File: src/rtl/mig_regs.svh
// Register offsets, field positions and reset values of the interrupt enable gating block.
`ifndef MIG_REGS_SVH
`define MIG_REGS_SVH

`define MIG_ADDR_W 8
`define MIG_FLAG_OFFSET 8'h04
`define MIG_MASK_OFFSET 8'h06
`define MIG_FLAG_RESET 16'h0000
`define MIG_MASK_RESET 16'h0000
`define MIG_IMPL_BITS 16'hFF0F
`define MIG_RDATA_RESET 16'h0000
`define MIG_RSVD_MSB 7
`define MIG_RSVD_LSB 4

`define MIG_BIT_DSP_OVERRUN 15
`define MIG_BIT_DSP_CYCLE_DONE 14
`define MIG_BIT_REACTIVE_DIRECTION 13
`define MIG_BIT_REAL_DIRECTION 12
`define MIG_BIT_MISSING_ZERO_CROSS 11
`define MIG_BIT_UNDERVOLTAGE 10
`define MIG_BIT_HIGH_VOLTAGE 9
`define MIG_BIT_HIGH_CURRENT 8
`define MIG_BIT_CURRENT_VECTOR_SUM 3
`define MIG_BIT_ENERGY_OVERFLOW 2
`define MIG_BIT_CHECKSUM_CHANGE 1
`define MIG_BIT_POWER_FAIL 0

`endif

File: src/rtl/mig_pkg.sv
// Types shared by the interrupt enable gating block.
package mig_pkg;
    typedef logic [15:0] mig_word_t;
    typedef enum logic [1:0] {
        MIG_ACC_NONE = 2'b00,
        MIG_ACC_READ = 2'b01,
        MIG_ACC_WRITE = 2'b11
    } mig_acc_e;
endpackage

File: src/rtl/mig_reg_if.sv
// Carrier between the register port decoder and the flag and enable core.
interface mig_reg_if;
    logic mask_we;
    mig_pkg::mig_word_t wdata;
    mig_pkg::mig_word_t flag_clr;
    mig_pkg::mig_word_t flag;
    mig_pkg::mig_word_t mask;

    modport dec (
        output mask_we,
        output wdata,
        output flag_clr,
        input flag,
        input mask
    );
    modport core (
        input mask_we,
        input wdata,
        input flag_clr,
        output flag,
        output mask
    );
endinterface

File: src/rtl/mig_gate.sv
// Top of the interrupt enable gating block: flags, enables and the request pin.
`include "mig_regs.svh"

module mig_gate #(
    parameter int ADDR_W = `MIG_ADDR_W
) (
    input wire logic i_ref_clk,
    input wire logic i_rst,
    input wire logic i_reg_wr,
    input wire logic i_reg_rd,
    input wire logic [ADDR_W-1:0] i_reg_addr,
    input wire logic [15:0] i_reg_wdata,
    input wire logic [15:0] i_event,
    output logic [15:0] o_reg_rdata,
    output logic o_reg_rvalid,
    output logic o_irq_n
);
    localparam logic [15:0] IMPL = `MIG_IMPL_BITS;
    localparam logic [ADDR_W-1:0] FLAG_ADDR = ADDR_W'(`MIG_FLAG_OFFSET);
    localparam logic [ADDR_W-1:0] MASK_ADDR = ADDR_W'(`MIG_MASK_OFFSET);

    // Nets, because every bit has its own driver inside the generate loop.
    wire mig_pkg::mig_word_t flag_q;
    wire mig_pkg::mig_word_t mask_q;
    logic next_irq_n;

    mig_reg_if bus ();

    mig_reg_port #(
        .ADDR_W(ADDR_W)
    ) u_port (
        .i_ref_clk(i_ref_clk),
        .i_rst(i_rst),
        .i_reg_wr(i_reg_wr),
        .i_reg_rd(i_reg_rd),
        .i_reg_addr(i_reg_addr),
        .i_reg_wdata(i_reg_wdata),
        .o_reg_rdata(o_reg_rdata),
        .o_reg_rvalid(o_reg_rvalid),
        .bus(bus.dec)
    );

    // Only the twelve implemented positions get storage, so the reserved
    // field cannot hold a stray one whatever software writes.
    for (genvar b = 0; b < 16; b++) begin : g_bit
        if (IMPL[b]) begin : g_impl
            mig_flag_cell u_cell (
                .i_ref_clk(i_ref_clk),
                .i_rst(i_rst),
                .i_set(i_event[b]),
                .i_clr(bus.flag_clr[b]),
                .i_en_we(bus.mask_we),
                .i_en_wd(bus.wdata[b]),
                .o_flag(flag_q[b]),
                .o_en(mask_q[b])
            );
        end else begin : g_rsvd
            assign flag_q[b] = 1'b0;
            assign mask_q[b] = 1'b0;
        end
    end

    assign bus.flag = flag_q;
    assign bus.mask = mask_q;

    // The request follows the stored flags and enables, so it stays low until
    // the host clears every enabled flag or disables it.
    always_comb begin
        next_irq_n = ~(|(flag_q & mask_q));
    end

    // Registered so the pin is glitch free; this costs one cycle of latency.
    always_ff @(posedge i_ref_clk or posedge i_rst) begin
        if (i_rst) begin
            o_irq_n <= 1'b1;
        end else begin
            o_irq_n <= next_irq_n;
        end
    end

    logic mask_touched;

    always_ff @(posedge i_ref_clk or posedge i_rst) begin
        if (i_rst) begin
            mask_touched <= 1'b0;
        end else if (bus.mask_we) begin
            mask_touched <= 1'b1;
        end
    end
endmodule

File: src/rtl/mig_flag_cell.sv
// One event flag with its interrupt enable bit.
module mig_flag_cell (
    input wire logic i_ref_clk,
    input wire logic i_rst,
    input wire logic i_set,
    input wire logic i_clr,
    input wire logic i_en_we,
    input wire logic i_en_wd,
    output logic o_flag,
    output logic o_en
);
    // An event in the same cycle as a host clear keeps the flag set.
    always_ff @(posedge i_ref_clk or posedge i_rst) begin
        if (i_rst) begin
            o_flag <= 1'b0;
        end else if (i_set) begin
            o_flag <= 1'b1;
        end else if (i_clr) begin
            o_flag <= 1'b0;
        end
    end

    always_ff @(posedge i_ref_clk or posedge i_rst) begin
        if (i_rst) begin
            o_en <= 1'b0;
        end else if (i_en_we) begin
            o_en <= i_en_wd;
        end
    end
endmodule

File: src/rtl/mig_reg_port.sv
// Register port decoder: write strobes and registered read-back.
`include "mig_regs.svh"

module mig_reg_port #(
    parameter int ADDR_W = `MIG_ADDR_W
) (
    input wire logic i_ref_clk,
    input wire logic i_rst,
    input wire logic i_reg_wr,
    input wire logic i_reg_rd,
    input wire logic [ADDR_W-1:0] i_reg_addr,
    input wire logic [15:0] i_reg_wdata,
    output logic [15:0] o_reg_rdata,
    output logic o_reg_rvalid,
    mig_reg_if.dec bus
);
    localparam logic [ADDR_W-1:0] FLAG_ADDR = ADDR_W'(`MIG_FLAG_OFFSET);
    localparam logic [ADDR_W-1:0] MASK_ADDR = ADDR_W'(`MIG_MASK_OFFSET);
    localparam logic [15:0] IMPL = `MIG_IMPL_BITS;

    mig_pkg::mig_acc_e acc;

    // A write and a read in the same cycle count as a write.
    always_comb begin
        if (i_reg_wr) begin
            acc = mig_pkg::MIG_ACC_WRITE;
        end else if (i_reg_rd) begin
            acc = mig_pkg::MIG_ACC_READ;
        end else begin
            acc = mig_pkg::MIG_ACC_NONE;
        end
    end

    always_comb begin
        bus.wdata = i_reg_wdata & IMPL;
        bus.mask_we = (acc == mig_pkg::MIG_ACC_WRITE) && (i_reg_addr == MASK_ADDR);
        if ((acc == mig_pkg::MIG_ACC_WRITE) && (i_reg_addr == FLAG_ADDR)) begin
            bus.flag_clr = i_reg_wdata & IMPL;
        end else begin
            bus.flag_clr = `MIG_FLAG_RESET;
        end
    end

    always_ff @(posedge i_ref_clk or posedge i_rst) begin
        if (i_rst) begin
            o_reg_rvalid <= 1'b0;
        end else begin
            o_reg_rvalid <= (acc == mig_pkg::MIG_ACC_READ);
        end
    end

    // Unmapped addresses read as zero; reads have no side effect.
    always_ff @(posedge i_ref_clk or posedge i_rst) begin
        if (i_rst) begin
            o_reg_rdata <= `MIG_RDATA_RESET;
        end else if (acc != mig_pkg::MIG_ACC_READ) begin
            o_reg_rdata <= `MIG_RDATA_RESET;
        end else if (i_reg_addr == FLAG_ADDR) begin
            o_reg_rdata <= bus.flag;
        end else if (i_reg_addr == MASK_ADDR) begin
            o_reg_rdata <= bus.mask;
        end else begin
            o_reg_rdata <= `MIG_RDATA_RESET;
        end
    end
endmodule

File: config.mk
export PLATFORM = sky130hd
export DESIGN_NAME = mig_gate
export DESIGN_NICKNAME = d
export VERILOG_FILES = /design/src/rtl/mig_pkg.sv /design/src/rtl/mig_reg_if.sv /design/src/rtl/mig_gate.sv /design/src/rtl/mig_flag_cell.sv /design/src/rtl/mig_reg_port.sv
export VERILOG_INCLUDE_DIRS = /design/src /design/src/rtl
export SDC_FILE = /design/constraint.sdc
export NUM_CORES = 1
export LEC_CHECK = 0
export BUFFER_PORTS_ARGS = -buffer_cell sky130_fd_sc_hd__buf_2
export CORE_MARGIN = 1
export CORE_UTILIZATION = 52
export DETAILED_ROUTE_END_ITERATION = 8
export PLACE_DENSITY = 0.87
export SLEW_MARGIN = 10
export SYNTH_ARGS = -nofsm -noshare
export SYNTH_HDL_FRONTEND = slang
export SYNTH_SLANG_ARGS = --single-unit
File: constraint.sdc
create_clock -name i_ref_clk -period 1.8 [get_ports i_ref_clk]
set_clock_uncertainty 0.15 [all_clocks]
set_input_delay 0.09 -clock i_ref_clk [delete_from_list [all_inputs] [get_ports i_ref_clk]]
set_output_delay 0.09 -clock i_ref_clk [all_outputs]
set_load 0.005 [all_outputs]
==> metrics, run 1 <==
worst slew pin tran 533.9 ps; Antenna Cells 0; crit path capture type flop; Synth Area in Compound Gates 0.08636; Vias 1,402; post-route cell area 0.002381 mm²; path depth of the worst reg2reg path 2; CP Max Fanout 13; FF-to-FF Start g_bit[3].g_impl.u_cell.o_flag; synthesized area 0.001652 mm²; Worst EP required 1890 ps; Leak 1.151 nW; filler instances 179; Syn-to-layout area delta 44.17%; Layout Cells excl Fill 262; PortBufs 49; IO Pins 62; CP Launch Point i_reg_addr[0]; grt ovf 0; simple-gate share of the synthesized area 0.1152; fmax 619.3 MHz; Wirelength per Cell 16.11 µm; Cells after Synth 124; pin count of the biggest net entering global routing 39; initial antenna violation count 0; DRT antenna net count 0; Post-Synth XOR/XNOR Area 0; status completed; DRC 0; number of global-route vias before repair 1,407; Setup TNS 0 ps; Starting Density 0.5455; Final #Nets 261; Max Cap Viol 0; worst setup path end g_bit[8].g_impl.u_cell.o_flag; terminus of the critical flop-to-flop path g_bit[3].g_impl.u_cell.o_flag; router iterations before antenna repair 4; Hold Crit Class input pin to flop; post_cts resized 0; via-per-instance ratio 5.351; CTS buffer count 5; Skew-Pair Late Insertion Delay 350 ps; largest family of logic cells by synthesized area multiplexers; Core ar. 0.003028 mm²; slack of the worst reg-to-reg path 390 ps; period utilization 0.8971; Yosys cell types 22; CP Launch Type input pin; most common cell after layout, fill and taps aside buf_2; proportion of synthesized area in mux cells 0.1773; chip height 58.36 µm; Row Count 20; Final Hold Fails 0; Synth Area per Inst 13.32 µm²; Clock Path Buffers 2; share of post-route cells with drive strength above 1 0.3486; die area 0.003405 mm²; Seq/Total Area, Yosys 0.5765; Sink Count 38; htree depth 2; PwrDens 644.0 mW/mm²; hold buffers post-CTS 39; Peak VDD IR 395.9 µV; RSZ-0062 raised after global routing no; Arr. time, crit path 1710 ps; Detailed Route WL 4220 µm; HPWL after DPL 2443 µm; minimum clock period 1615 ps; number of synthesized register bits 38; Die Wd 58.36 µm; final setup fails 0; # Post-CTS Setup Buffers 0; global-route wire length before repair 6555 µm; max_slew headroom 0.6431; first-iteration detailed-routing DRC count 48; most frequent cells in the layout buf_2, dlygate4sd3_1, dfrtp_1; Pins Over Slew Limit 0; synth warn 0; Worst Setup Path Type input pin to flop; placed instance area 0.001942 mm²; clock root buffer clkbuf_4; cell count after placement 215; Total GRT Usage 0.2691; Reg clk slew, reported paths 100 ps; CTS tree yes; Synth Area in Adders 0; Placer Congestion 0.7975
## worst min path at each step
stage               slack (ps)  depth (start not counted)          start                      to
floorplan                   20                          1       i_reg_wr     u_port.o_reg_rvalid
global placement            60                          3          i_rst   u_port.o_reg_rdata[0]
detailed placement          70                          3          i_rst   u_port.o_reg_rdata[9]
CTS                        160                          4  i_reg_addr[1]  u_port.o_reg_rdata[15]
global route               180                          4  i_reg_addr[1]  u_port.o_reg_rdata[11]
finish                     170                          4  i_reg_addr[1]  u_port.o_reg_rdata[15]
## stage by stage
stage                 util  power (W)  hold slack, ps  setup WS, ps
finish              0.7864   0.001533           169.8         185.2
global placement    0.6413   0.001067           63.50         218.8
global route        0.7864   0.001591           180.6         167.9
CTS                 0.7864   0.001528           161.7         247.5
detailed placement  0.6413   0.001073           71.09         133.7
floorplan                -   0.001001           17.09         449.7
## flip-flops by register name, summed over array words and instances (netlist names)
signal	count
g_bit.g_impl.u_cell.o_en	12
g_bit.g_impl.u_cell.o_flag	12
u_port.o_reg_rdata	12
o_irq_n	1
u_port.o_reg_rvalid	1
## report_power, final
| part | switching (W) | total, W | leakage (nW) | internal [W] |
|---|---|---|---|---|
| clock network | 0.000268 | 0.000424 | 0.0265 | 0.000156 |
| registers | 0.0000140 | 0.000894 | 0.462 | 0.000880 |
| logic | 0.0000914 | 0.000215 | 0.663 | 0.000124 |
## worst max-delay path: stages
cell,delay (ps)
buf_2,120
nor4b_4,330
buf_4,260
nand4_1,160
a21o_1,200
dlygate4sd3_1,540
## cell type report
| cell class | count | area [µm²] | area share |
|---|---|---|---|
| inverters | 1 | 3.754 | 0.001576 |
| clock buffers | 8 | 48.80 | 0.02049 |
| flip-flops and latches | 38 | 952.2 | 0.3999 |
| multi-input cells | 77 | 640.6 | 0.2690 |
| repair buffers | 94 | 680.7 | 0.2859 |
| well taps | 44 | 55.05 | 0.02312 |
## synth_stat cells (all sizes together)
| cell type | count | share of area |
|---|---|---|
| a221oi | 3 | 0.016 |
| nor3 | 1 | 0.0061 |
| nor2 | 12 | 0.027 |
| dfrtp | 37 | 0.56 |
| nor2b | 2 | 0.0076 |
| nand4 | 13 | 0.053 |
| dfstp | 1 | 0.016 |
| mux2 | 12 | 0.10 |
| and3 | 1 | 0.0038 |
| clkbuf | 4 | 0.0091 |
| nand3 | 1 | 0.0030 |
| nor4b | 1 | 0.014 |
| inv | 1 | 0.0023 |
| buf | 7 | 0.031 |
| conb | 1 | 0.0023 |
| mux2i | 12 | 0.073 |
| a21o | 12 | 0.055 |
| a22o | 3 | 0.016 |
## logic make-up (layout without fill, tap and decap cells)
group | after synthesis | after routing
other cells | 1 | 4
buf+inv | 12 | 103
mux | 24 | 24
simple gates | 31 | 31
flops | 38 | 38
compound gates | 18 | 18
## layer usage
layer,part of all wire,routed length (µm),vias to the layer above,track usage
met5,0,0,-,0
met4,0.038,159,0,0.1565
met3,0.072,302,18,0.05055
met2,0.51,2169,81,0.4631
met1,0.38,1589,677,0.3156
li1,-,-,626,-
Note: power is estimated with default switching activity, not from simulation.
==> run 2, diff against run 1 <==
- GPL_TIMING_DRIVEN: not set -> 0
==> run 2 against run 1 <==
  * Clock power up 16%
  * Critical path depth unchanged
  * Global-route usage up 1.3 points
  * Critical endpoint is now g_bit[12].g_impl.u_cell.o_flag
==> metrics, run 2 (same netlist as run 1, synthesis figures left out) <==
via-per-instance ratio 5.310 (was 5.351); router iterations before antenna repair 4 (unchanged); Skew-Pair Late Insertion Delay 360 ps (was 350 ps); Reg clk slew, reported paths 130 ps (was 100 ps); status completed (unchanged); Worst Setup Path Type input pin to flop (unchanged); Arr. time, crit path 1810 ps (was 1710 ps); die area 0.003405 mm² (unchanged); Cell Chain, Critical Path buf_2 > nor4b_4 > clkbuf_4 > nand4_1 > a21o_1 > dlygate4sd3_1 (was buf_2 > nor4b_4 > buf_4 > nand4_1 > a21o_1 > dlygate4sd3_1); most common cell after layout, fill and taps aside buf_2 (unchanged); Detailed Route WL 4685 µm (was 4220 µm); met3 WL 338 µm (was 302 µm); max_slew headroom 0.4829 (was 0.6431); most frequent cells in the layout buf_2, dlygate4sd3_1, dfrtp_1 (unchanged); Wirelength per Cell 17.10 µm (was 16.11 µm); Vias 1,455 (was 1,402); HPWL after DPL 2489 µm (was 2443 µm); Final #Nets 273 (was 261); crit path capture type flop (unchanged); IO Pins 62 (unchanged); Seq. cell area 952.2 µm² (unchanged); Clock Path Buffers 2 (unchanged); Largest regs g_bit.g_impl.u_cell.o_en x12, g_bit.g_impl.u_cell.o_flag x12, u_port.o_reg_rdata x12 (unchanged); htree depth 2 (unchanged); Syn-to-layout area delta 50.83% (was 44.17%); slowest CP cell dlygate4sd3_1 (unchanged); fmax 583.3 MHz (was 619.3 MHz); number of global-route vias before repair 1,427 (was 1,407); Worst EP required 1900 ps (was 1890 ps); first-iteration detailed-routing DRC count 79 (was 48); DRT antenna net count 0 (unchanged); pin count of the biggest net entering global routing 39 (unchanged); Setup TNS 0 ps (unchanged); initial antenna violation count 0 (unchanged); area of the multi-input gates 646.9 µm² (was 640.6 µm²); Pins Over Slew Limit 0 (unchanged); final core utilization 0.8227 (was 0.7864); global-route wire length before repair 6768 µm (was 6555 µm); grt ovf 0 (unchanged); family with the most delay on the worst path buffers and inverters (unchanged); max incr delay on CP 570 ps (was 540 ps); CTS buffer count 5 (unchanged); PwrDens 648.4 mW/mm² (was 644.0 mW/mm²); CP Launch Type input pin (unchanged); Row Count 20 (unchanged); Final Hold Fails 0 (unchanged); Max Cap Viol 0 (unchanged); M1 WL 1728 µm (was 1589 µm); met2 wire length 2475 µm (was 2169 µm); Antenna Cells 0 (unchanged); period utilization 0.9524 (was 0.8971); Starting Density 0.5455 (unchanged); PortBufs 48 (was 49); CTS tree yes (unchanged); Core ar. 0.003028 mm² (unchanged); DRC 0 (unchanged); Leak 1.222 nW (was 1.151 nW); highest metal used met4 (unchanged); Total GRT Usage 0.2817 (was 0.2691); RSZ-0062 raised after global routing no (unchanged); Hold Crit Class input pin to flop (unchanged); Die Wd 58.36 µm (unchanged); clock root buffer clkbuf_4 (unchanged); Peak VDD IR 475.3 µV (was 395.9 µV); Placer Congestion 0.7806 (was 0.7975); worst slew pin tran 774.6 ps (was 533.9 ps); total power 0.001615 W (was 0.001533 W); filler instances 163 (was 179); minimum clock period 1714 ps (was 1615 ps); Buf+Inv Stages, Crit Path 3 (unchanged); share of post-route cells with drive strength above 1 0.3783 (was 0.3486); Sink Count 38 (unchanged); chip height 58.36 µm (unchanged); final setup fails 0 (unchanged); CP Max Fanout 10 (was 13)
==> run 2: worst paths after layout <==
kind | start | end | slack [ps] | cells after the start
hold / removal | i_reg_addr[1] | g_bit[12].g_impl.u_cell.o_en | 70 | 3
setup / recovery | i_reg_addr[4] | g_bit[12].g_impl.u_cell.o_flag | 90 | 6
setup reg to reg | g_bit[14].g_impl.u_cell.o_en | u_port.o_reg_rdata[14] | 270 | 3
max in group asynchronous | i_rst | u_port.o_reg_rdata[14] | 740 | 3
min in group asynchronous | i_rst | g_bit[0].g_impl.u_cell.o_en | 240 | 3
hold reg to reg | g_bit[2].g_impl.u_cell.o_en | g_bit[2].g_impl.u_cell.o_en | 410 | 1
==> run 2: area by class of cell <==
cell class	instances	area share
plain buffers	11	0.02863
clock buffers	6	0.02059
clock inverters	2	0.005023
inverters	1	0.001507
multi-input cells	77	0.2597
flip-flops and latches	38	0.3822
well taps	44	0.02210
repair buffers	95	0.2803
==> run 2: what timing repair did <==
action / in CTS / in global routing
endpoints found under the hold margin: 64 / 0
endpoints found under the setup margin: 0 / 12
hold buffers: 42 / 0
buffers inserted: 0 / 5
gates resized for setup: 0 / 6
==> run 2: worst reg2reg max path, cell delays in order, from the launching register on <==
cell	delay [ps]
dfrtp_1	420
mux2i_1	160
nor2_1	70
dlygate4sd3_1	590
==> run 2: metal layers <==
layer,track usage,vias to the layer above
met1,0.3264,707
met3,0.08791,17
li1,-,653
met4,0.1327,0
met2,0.4778,78
met5,0,-
==> run 2: where the power goes <==
part	leakage [nW]	internal (W)	total [W]	switching [W]
Sequential	0.462	0.000880	0.000895	0.0000149
Clock	0.0343	0.000188	0.000490	0.000303
Combinational	0.727	0.000131	0.000229	0.0000978
Total	1.22	0.00120	0.00162	0.000415
==> run 2: stage by stage <==
stage	instances	hold WS (ps)	area [µm²]	worst slack, ps
6_report	274	74.44	2491	85.71
5_1_grt	274	106.0	2491	49.15
4_1_cts	269	37.79	2442	30.58
3_5_place_dp	219	120.2	1958	150.2
3_3_place_gp	219	118.4	1958	207.3
2_1_floorplan	127	17.09	1663	449.7
